===== src/hw/yvc_consts.vh =====
// constants for the ycbcr video capture front end
// assumes inclusion by bare name from the single design file
`ifndef YVC_CONSTS_VH
`define YVC_CONSTS_VH
`define YVC_ADDR_W        12
`define YVC_OFF_SYNC_IF   12'h000
`define YVC_OFF_CFG       12'h004
`define YVC_OFF_MODE      12'h008
`define YVC_OFF_HWIN      12'h00C
`define YVC_OFF_HGEN      12'h010
`define YVC_OFF_VGEN      12'h014
`define YVC_OFF_STATUS    12'h018
`define YVC_OFF_DATA      12'h01C
// sync interface control bits
`define YVC_SI_ENABLE     0
`define YVC_SI_ECC        1
// capture config bits
`define YVC_CF_WIDTH10    0
`define YVC_CF_SWAP       1
`define YVC_CF_YPOS       2
`define YVC_CF_BSWAP      3
// mode setup bits
`define YVC_MD_DATA_POLARITY_INVERT       0
`define YVC_MD_FMT16      1
`define YVC_MD_SYNCOUT    2
`define YVC_MD_VPOL       3
`define YVC_MD_HPOL       4
`define YVC_MD_WEN        5
`define YVC_MD_FLATCH     6
`define YVC_MD_FIELD      7
`define YVC_MD_FPOL       8
`define YVC_PREAMBLE0     8'hFF
`define YVC_PREAMBLE1     8'h00
`endif


===== src/hw/yvc_capture.v =====
// ycbcr 4:2:2 capture front end with apb registers and packed word output
// assumes pixel clock, data and syncs come from outside and are resynchronised
`timescale 1ns/1ps
`include "yvc_consts.vh"
module yvc_capture
(
  input  wire        i_clk,
  input  wire        i_reset_n,
  input  wire        i_psel,
  input  wire        i_penable,
  input  wire        i_pwrite,
  input  wire [11:0] i_paddr,
  input  wire [31:0] i_pwdata,
  output wire        o_pready,
  output reg  [31:0] o_prdata,
  output wire        o_pslverr,
  input  wire        i_pclk,
  input  wire [7:0]  i_luma,
  input  wire [7:0]  i_chroma,
  input  wire        i_hsync,
  input  wire        i_vsync,
  input  wire        i_field,
  output reg         o_hsync,
  output reg         o_hsync_oe_n,
  output reg         o_vsync,
  output reg         o_vsync_oe_n,
  output reg  [31:0] o_word,
  output reg         o_word_valid,
  output reg         o_field,
  output reg         o_vblank
);

  // computes the protection nibble for a set of flags
  function [3:0] yvc_prot;
    input f;
    input v;
    input h;
    begin
      yvc_prot = {v ^ h, f ^ h, f ^ v, f ^ v ^ h};
    end
  endfunction

  reg  [2:0]  sync_if;
  reg  [3:0]  cfg;
  reg  [8:0]  mode;
  reg  [15:0] h_start;
  reg  [15:0] h_len;
  reg  [15:0] hs_width;
  reg  [15:0] ppl;
  reg  [15:0] vs_width;
  reg  [15:0] lpf;
  reg  [7:0]  ecc_errs;

  // apb slave, zero wait states
  wire wr_en = i_psel & i_penable & i_pwrite;
  assign o_pready  = 1'b1;
  assign o_pslverr = 1'b0;

  always @(posedge i_clk or negedge i_reset_n)
  begin
    if (!i_reset_n)
    begin
      sync_if  <= 3'h0;
      cfg      <= 4'h0;
      mode     <= 9'h000;
      h_start  <= 16'h0000;
      h_len    <= 16'h0000;
      hs_width <= 16'h0000;
      ppl      <= 16'h0000;
      vs_width <= 16'h0000;
      lpf      <= 16'h0000;
    end
    else if (wr_en)
    begin
      case (i_paddr)
        `YVC_OFF_SYNC_IF: sync_if <= i_pwdata[2:0];
        `YVC_OFF_CFG:     cfg <= i_pwdata[3:0];
        // field input wins over write enable mode
        `YVC_OFF_MODE:    mode <= {i_pwdata[8:6], i_pwdata[5] & ~i_pwdata[7], i_pwdata[4:0]};
        `YVC_OFF_HWIN:    {h_len, h_start} <= i_pwdata;
        `YVC_OFF_HGEN:    {ppl, hs_width} <= i_pwdata;
        `YVC_OFF_VGEN:    {lpf, vs_width} <= i_pwdata;
        default:          ;
      endcase
    end
  end

  // read mux; unmapped reads zero
  always @*
  begin
    case (i_paddr)
      `YVC_OFF_SYNC_IF: o_prdata = {29'h0, sync_if};
      `YVC_OFF_CFG:     o_prdata = {28'h0, cfg};
      `YVC_OFF_MODE:    o_prdata = {23'h0, mode};
      `YVC_OFF_HWIN:    o_prdata = {h_len, h_start};
      `YVC_OFF_HGEN:    o_prdata = {ppl, hs_width};
      `YVC_OFF_VGEN:    o_prdata = {lpf, vs_width};
      `YVC_OFF_STATUS:  o_prdata = {22'h0, ecc_errs, o_vblank, o_field};
      `YVC_OFF_DATA:    o_prdata = o_word;
      default:          o_prdata = 32'h0000_0000;
    endcase
  end

  // two-stage synchronisers for every pin input
  reg [19:0] pin_s1;
  reg [19:0] pin_s2;
  reg        pclk_d;
  always @(posedge i_clk or negedge i_reset_n)
  begin
    if (!i_reset_n)
    begin
      pin_s1 <= 20'h00000;
      pin_s2 <= 20'h00000;
      pclk_d <= 1'b0;
    end
    else
    begin
      pin_s1 <= {i_pclk, i_luma, i_chroma, i_hsync, i_vsync, i_field};
      pin_s2 <= pin_s1;
      pclk_d <= pin_s2[19];
    end
  end

  wire        pix_tick = pin_s2[19] & ~pclk_d;  // rising pixel clock edge
  wire        emb_on   = sync_if[`YVC_SI_ENABLE];
  wire [7:0]  luma_in  = mode[`YVC_MD_DATA_POLARITY_INVERT] ? ~pin_s2[18:11] : pin_s2[18:11];
  wire [7:0]  chro_in  = mode[`YVC_MD_DATA_POLARITY_INVERT] ? ~pin_s2[10:3]  : pin_s2[10:3];
  // 8-bit streams: chroma lines unless bus swapped in generic mode
  wire [7:0]  sel8     = (cfg[`YVC_CF_SWAP] & ~emb_on) ? luma_in : chro_in;
  // 10-bit embedded sample, top eight bits used for codes
  wire [9:0]  s10      = {chro_in, luma_in[1:0]};
  wire [7:0]  code_b   = (emb_on & cfg[`YVC_CF_WIDTH10]) ? s10[9:2] : sel8;
  wire [7:0]  lum16    = cfg[`YVC_CF_SWAP] ? chro_in : luma_in;
  wire [7:0]  chr16    = cfg[`YVC_CF_SWAP] ? luma_in : chro_in;

  // timing code detector state
  reg  [1:0]  pre_cnt;
  reg         in_active;
  reg  [15:0] hpos;
  reg  [15:0] vcnt;
  reg  [1:0]  smp_idx;
  reg  [31:0] acc;
  reg         fld_latched;
  reg         vs_prev;
  reg         hs_prev;

  wire        st_f = code_b[6];
  wire        st_v = code_b[5];
  wire        st_h = code_b[4];
  wire [3:0]  st_p = code_b[3:0];
  wire        st_ok = yvc_prot(st_f, st_v, st_h) == st_p;

  // single-bit correction: pick the flag set whose code matches or is one bit off
  reg  [2:0]  fix_fvh;
  reg         fix_hit;
  integer     k;
  always @*
  begin
    fix_fvh = {st_f, st_v, st_h};
    fix_hit = 1'b0;
    for (k = 0; k < 8; k = k + 1)
    begin
      if (!fix_hit && ((({k[2:0], yvc_prot(k[2], k[1], k[0])} ^ code_b[6:0]) == 7'h00)
          || (^({k[2:0], yvc_prot(k[2], k[1], k[0])} ^ code_b[6:0]) &&
              ((({k[2:0], yvc_prot(k[2], k[1], k[0])} ^ code_b[6:0]) &
               (({k[2:0], yvc_prot(k[2], k[1], k[0])} ^ code_b[6:0]) - 7'h01)) == 7'h00))))
      begin
        fix_fvh = k[2:0];
        fix_hit = 1'b1;
      end
    end
  end

  // flags as used: corrected when enabled, else raw
  wire [2:0] use_fvh = sync_if[`YVC_SI_ECC] ? fix_fvh : {st_f, st_v, st_h};
  wire       code_now = (pre_cnt == 2'd3) & code_b[7];

  // discrete sync levels: pins after polarity, or internal counters without polarity when generating
  wire vs_lvl = mode[`YVC_MD_SYNCOUT] ? (vcnt < vs_width) :
                (pin_s2[1] ^ mode[`YVC_MD_VPOL]);
  wire hs_lvl = mode[`YVC_MD_SYNCOUT] ? (hpos < hs_width) :
                (pin_s2[2] ^ mode[`YVC_MD_HPOL]);
  wire fld_in = pin_s2[0] ^ mode[`YVC_MD_FPOL];

  // capture window and sample index relative to the line start
  wire in_win  = (hpos >= h_start) && (hpos < h_start + h_len);
  wire samp_ok = emb_on ? in_active & in_win : in_win;

  always @(posedge i_clk or negedge i_reset_n)
  begin
    if (!i_reset_n)
    begin
      pre_cnt      <= 2'd0;
      in_active    <= 1'b0;
      hpos         <= 16'h0000;
      vcnt         <= 16'h0000;
      smp_idx      <= 2'd0;
      acc          <= 32'h0000_0000;
      o_word       <= 32'h0000_0000;
      o_word_valid <= 1'b0;
      o_field      <= 1'b0;
      o_vblank     <= 1'b0;
      fld_latched  <= 1'b0;
      vs_prev      <= 1'b0;
      hs_prev      <= 1'b0;
      ecc_errs     <= 8'h00;
    end
    else
    begin
      o_word_valid <= 1'b0;
      if (pix_tick)
      begin
        vs_prev <= vs_lvl;
        hs_prev <= hs_lvl;
        // preamble tracking
        if (code_now || !emb_on)
          pre_cnt <= 2'd0;
        else if (pre_cnt == 2'd0)
          pre_cnt <= (code_b == `YVC_PREAMBLE0) ? 2'd1 : 2'd0;
        else if (pre_cnt != 2'd3)
          pre_cnt <= (code_b == `YVC_PREAMBLE1) ? pre_cnt + 2'd1 :
                     ((code_b == `YVC_PREAMBLE0) ? 2'd1 : 2'd0);
        if (emb_on && code_now)
        begin
          if (!st_ok && ecc_errs != 8'hFF)
            ecc_errs <= ecc_errs + 8'h01;
          o_field  <= use_fvh[2];
          o_vblank <= use_fvh[1];
          in_active <= ~use_fvh[0] & ~use_fvh[1];
          hpos     <= 16'h0000;
          smp_idx  <= 2'd0;
        end
        else if (!emb_on && hs_lvl && !hs_prev)
        begin
          // new line from discrete sync
          hpos    <= 16'h0000;
          smp_idx <= 2'd0;
          vcnt    <= (vs_lvl && !vs_prev) || (vcnt + 16'h0001 >= lpf) ?
                     16'h0000 : vcnt + 16'h0001;
          o_vblank <= vs_lvl;
          if (mode[`YVC_MD_FIELD])
            o_field <= mode[`YVC_MD_FLATCH] ? fld_latched : fld_in;
        end
        else
        begin
          hpos <= (mode[`YVC_MD_SYNCOUT] && hpos + 16'h0001 >= ppl) ?
                  16'h0000 : hpos + 16'h0001;
          if (samp_ok && !(emb_on && pre_cnt != 2'd0) && code_b != `YVC_PREAMBLE0)
          begin
            // pack samples: 8-bit streams fill bytes low first
            if (emb_on || !mode[`YVC_MD_FMT16])
            begin
              case (smp_idx)
                2'd0: acc[7:0]   <= code_b;
                2'd1: acc[15:8]  <= code_b;
                2'd2: acc[23:16] <= code_b;
                default: acc[31:24] <= code_b;
              endcase
              smp_idx <= smp_idx + 2'd1;
              if (smp_idx == 2'd3)
              begin
                o_word_valid <= 1'b1;
                o_word <= pack({code_b, acc[23:0]});
              end
            end
            else
            begin
              // 16-bit: luma and chroma per pixel
              if (!smp_idx[0])
                acc[15:0] <= {lum16, chr16};
              smp_idx <= {1'b0, ~smp_idx[0]};
              if (smp_idx[0])
              begin
                o_word_valid <= 1'b1;
                o_word <= pack({lum16, chr16, acc[15:0]});
              end
            end
          end
        end
        if (vs_lvl && !vs_prev)
          fld_latched <= fld_in;
      end
    end
  end

  // byte order fix-up and 8-bit luma position before storage
  function [31:0] pack;
    input [31:0] w;
    reg   [31:0] t;
    begin
      // luma first on even position means swap within each pair
      t = (cfg[`YVC_CF_YPOS] && !emb_on && !mode[`YVC_MD_FMT16]) ?
          {w[23:16], w[31:24], w[7:0], w[15:8]} : w;
      pack = cfg[`YVC_CF_BSWAP] ? {t[7:0], t[15:8], t[23:16], t[31:24]} : t;
    end
  endfunction

  // sync outputs: driven when direction is output and embedded sync is off, polarity applied
  always @(posedge i_clk or negedge i_reset_n)
  begin
    if (!i_reset_n)
    begin
      o_hsync      <= 1'b0;
      o_vsync      <= 1'b0;
      o_hsync_oe_n <= 1'b1;
      o_vsync_oe_n <= 1'b1;
    end
    else
    begin
      o_hsync_oe_n <= ~(mode[`YVC_MD_SYNCOUT] & ~emb_on);
      o_vsync_oe_n <= ~(mode[`YVC_MD_SYNCOUT] & ~emb_on);
      o_hsync      <= (hpos < hs_width) ^ mode[`YVC_MD_HPOL];
      o_vsync      <= (vcnt < vs_width) ^ mode[`YVC_MD_VPOL];
    end
  end

endmodule


===== config.mk =====
export PLATFORM = sky130hd
export DESIGN_NAME = yvc_capture
export DESIGN_NICKNAME = d
export VERILOG_FILES = /design/src/hw/yvc_capture.v
export VERILOG_INCLUDE_DIRS = /design/src /design/src/hw
export SDC_FILE = /design/constraint.sdc
export NUM_CORES = 1
export LEC_CHECK = 0
export BUFFER_PORTS_ARGS = -buffer_cell sky130_fd_sc_hd__buf_2
export CAP_MARGIN = 15
export CORE_MARGIN = 1.5
export CORE_UTILIZATION = 63
export CTS_BUF_LIST = sky130_fd_sc_hd__clkbuf_2
export CTS_CLUSTER_SIZE = 10
export DETAILED_ROUTE_END_ITERATION = 10
export PLACE_DENSITY_LB_ADDON = 0.15
export RECOVER_POWER = 25
export SLEW_MARGIN = 20
export SYNTH_ARGS = -nofsm -noshare
export SYNTH_HDL_FRONTEND = slang
export SYNTH_SLANG_ARGS = --single-unit
export TNS_END_PERCENT = 10

===== constraint.sdc =====
create_clock -name i_clk -period 5.3 [get_ports i_clk]
set_input_delay 0.795 -clock i_clk [delete_from_list [all_inputs] [get_ports i_clk]]
set_output_delay 0.795 -clock i_clk [all_outputs]
set_load 0.03 [all_outputs]

==> results_dict.tcl <==
set metrics [dict create \
    power_density_nw_per_um2 210 \
    finalWorstSetupSlack_ns 0.229 \
    viasPerCell 6.35 \
    ant_nets 0 \
    grt_first_pass_wirelength_um 75300 \
    p_clk_frac 0.378 \
    cp.required_ns 6.04 \
    cts_buffers 70 \
    slew_headroom -0.857 \
    rows 58 \
    layout-drive-gt1-share 0.239 \
    cellInternalPower_mw 2.71 \
    synth_edf_count 0 \
    synth_cell_type_count 78 \
    drc 0 \
    overflow 0 \
    h-tree-depth 3 \
    syn_inst 1630 \
    yosysWarnings 0 \
    maxCapViolCount 1 \
    clock_path_buffers 3 \
    globalRouteMet2Util 0.538 \
    root_buffer "clkbuf_2" \
    dp_hpwl_um 36600 \
    maxSlewViolCount 109 \
    status "complete, but fails checks" \
    grtUsageTotal 0.375 \
    synthesis.nets 1832 \
    end_kind "register" \
    multi_input_area_um2 8990 \
    synth_ff_type "dfrtp_1" \
    path_buf_inv 3 \
    async_flop_share 1.00 \
    routed-via-count 13900 \
    io_buffers 139 \
    globalRouteMet3Util 0.106 \
    area_growth_pct 11.9 \
    seqCellArea_um2 6580 \
    min_period_ns 5.07 \
    critical-path-top-delay-family "compound AO/OA/AOI/OAI gates" \
    insertion_delay_ns 0.89 \
    syn_area_per_cell_um2 10.0 \
    hold_viol_final 0 \
    drtIter0Drc 1620 \
    switching_share 0.295 \
    vdd_drop_max_mv 0.191 \
    dpl_cell_area_um2 17400 \
    critPathKind "register to register" \
    gp_congestion 0.921 \
    first_pass_iters 5 \
    worst_pin_slew_ns 2.79 \
    cts_tree "done" \
    p_leak_nw 9.42 \
    worst_setup_path_start_kind "register" \
    die_y_um 164 \
    final_net_count 2021 \
    grt_max_degree 110 \
    io_pins 142 \
    dieArea_um2 26900 \
    max_clock_freq_mhz 197 \
    core_um2 25300 \
    grt_busiest_layer "met2" \
    die_w_um 164 \
    crit_path_max_fanout 8 \
    clk_pin_slew_ns 0.10 \
    finalWirelength_um 49600 \
    switchingPower_mw 1.13 \
    synth_seq_cells 263 \
    cp.arrival_ns 5.81 \
    min_path_type "input port to register" \
    start_util 0.646 \
    grt_antenna_before_repair 2 \
    grtUsageMet1 0.529 \
    syn_area_um2 16400 \
    slowest_delay_ns 0.43 \
    crit_chain "ha_1 -> fa_1 -> a21o_1 -> a21oi_2 -> o21bai_1 -> a21oi_2 -> o21ai_0 -> a211oi_2 -> o21ai_0 -> a31o_2 -> a21oi_1 -> xor2_1 -> ha_1 -> a21oi_1 -> nor2b_1 -> a2111oi_1 -> o211ai_1 -> a211oi_1 -> buf_4 -> buf_4 -> nand4_1 -> buf_6 -> mux2_2" \
    p_seq_frac 0.534 \
    wl_per_cell_um 22.6 \
    dp_slack_ns 0.0942 \
    first_global_vias 13300 \
    period_share 0.957 \
    final_cell_area_um2 18300 \
    skew_ns 0.103 \
    pwr-share-comb 0.088 \
    clock-sinks 263 \
    ys_seq_area_frac 0.403 \
    fillers 1926 \
    violations "capacitance limit, slew limit" \
    crit_slowest_cell "dfrtp_1" \
    setup_viol_count_final 0 \
]
cells in the mapped netlist (all sizes together), types with 10 or more instances:
master | instances | share of area
dfrtp | 262 | 0.40
nand2 | 153 | 0.035
ha | 132 | 0.10
mux2 | 122 | 0.084
inv | 116 | 0.027
o21ai | 113 | 0.035
mux2i | 75 | 0.048
a22oi | 71 | 0.033
a21oi | 58 | 0.018
clkbuf | 54 | 0.012
xnor2 | 43 | 0.025
xor2 | 42 | 0.024
nand3 | 41 | 0.013
nor2 | 36 | 0.0083
a21o | 32 | 0.015
buf | 30 | 0.010
nand4 | 24 | 0.0092
and3 | 23 | 0.0088
a31oi | 14 | 0.0054
a22o | 13 | 0.0070
nand2b | 12 | 0.0046
o21a | 11 | 0.0050
and2 | 10 | 0.0038
nor3 | 10 | 0.0031
flip-flops by register name, summed over array words and instances, names as in the netlist, 2 cells and up:
register and flops:
pin_s1 20, hpos 16, o_word 32, ppl 16
mode 9, h_len 16, pre_cnt 2, sync_if 3
h_start 16, ecc_errs 8, vcnt 16, smp_idx 2
acc 24, vs_width 16, lpf 16, pin_s2 20
cfg 4, hs_width 16
metrics by stage:
stage,power (mW),hold WS (ns),util,cells,setup TNS (ns)
floorplan,2.26,0.331,-,1630,0
global placement,2.41,0.331,0.688,2053,0
detailed placement,2.41,0.335,0.688,2053,0
CTS,3.86,0.00797,0.719,2186,0
global route,4.01,0.0142,0.722,2193,-0.908
finish,3.85,0.0709,0.722,2193,0
layout make-up:
type                            instances  share of cell area
Inverter                              117              0.0240
Sequential cell                       263               0.360
Timing Repair Buffer                  201              0.0685
Clock buffer                          101              0.0276
Clock inverter                         14             0.00595
Tap cell                              330              0.0226
Antenna cell                            1            0.000137
Multi-Input combinational cell       1166               0.491
final timing paths:
kind	to	from	slack (ns)	cells after the start
setup / recovery	acc[21]	h_len[0]	0.23	23
max in group asynchronous	pin_s2[19]	i_reset_n	2.15	3
hold / removal	pin_s1[17]	i_luma[6]	0.07	1
min in group asynchronous	o_vblank	i_reset_n	1.33	2
setup reg to reg	acc[21]	h_len[0]	0.23	23
hold reg to reg	pin_s2[5]	pin_s1[5]	0.34	0
routing by layer:
layer,vias up,wire [um]
li1,6297,-
met1,6797,20600
met2,724,21700
met3,112,5460
met4,0,1830
met5,-,0
power groups by stage:
stage                     Clock, mW  Sequential (mW)  Combinational, mW
after CTS                      1.48             2.05              0.334
after global placement            0             2.09              0.316
after global routing           1.58             2.06              0.372
final                          1.45             2.05              0.339
after floorplan                   0             2.09              0.170
after detailed placement          0             2.09              0.322
what timing repair did:
action,in CTS,in global routing
resized for setup,0,8
setup buffers,0,5
endpoints found under the setup margin,0,51
endpoints found under the hold margin,87,0
hold buffers,18,0
cell families (layout without fill, tap and decap cells):
family / count (synthesis) / after routing / share of synthesized area
flip-flops: 263 / 263 / 0.403
AO/OA/AOI/OAI: 402 / 402 / 0.164
adder cells (fa/ha/maj): 133 / 133 / 0.102
XOR/XNOR: 85 / 85 / 0.0485
other: 2 / 3 / 0.000459
multiplexers: 197 / 197 / 0.132
AND/OR/NAND/NOR: 347 / 347 / 0.101
buffers and inverters: 201 / 433 / 0.0497
cells in the final DEF, fill, tap and decap left out, types with 56 or more instances in the layout:
cell,n
dfrtp_1,262
mux2i_1,72
buf_2,138
a22oi_1,71
o21ai_0,112
nand2_1,153
clkbuf_2,102
inv_1,113
ha_1,132
a21oi_1,56
mux2_2,122
Note: power is estimated with default switching activity, not from simulation.
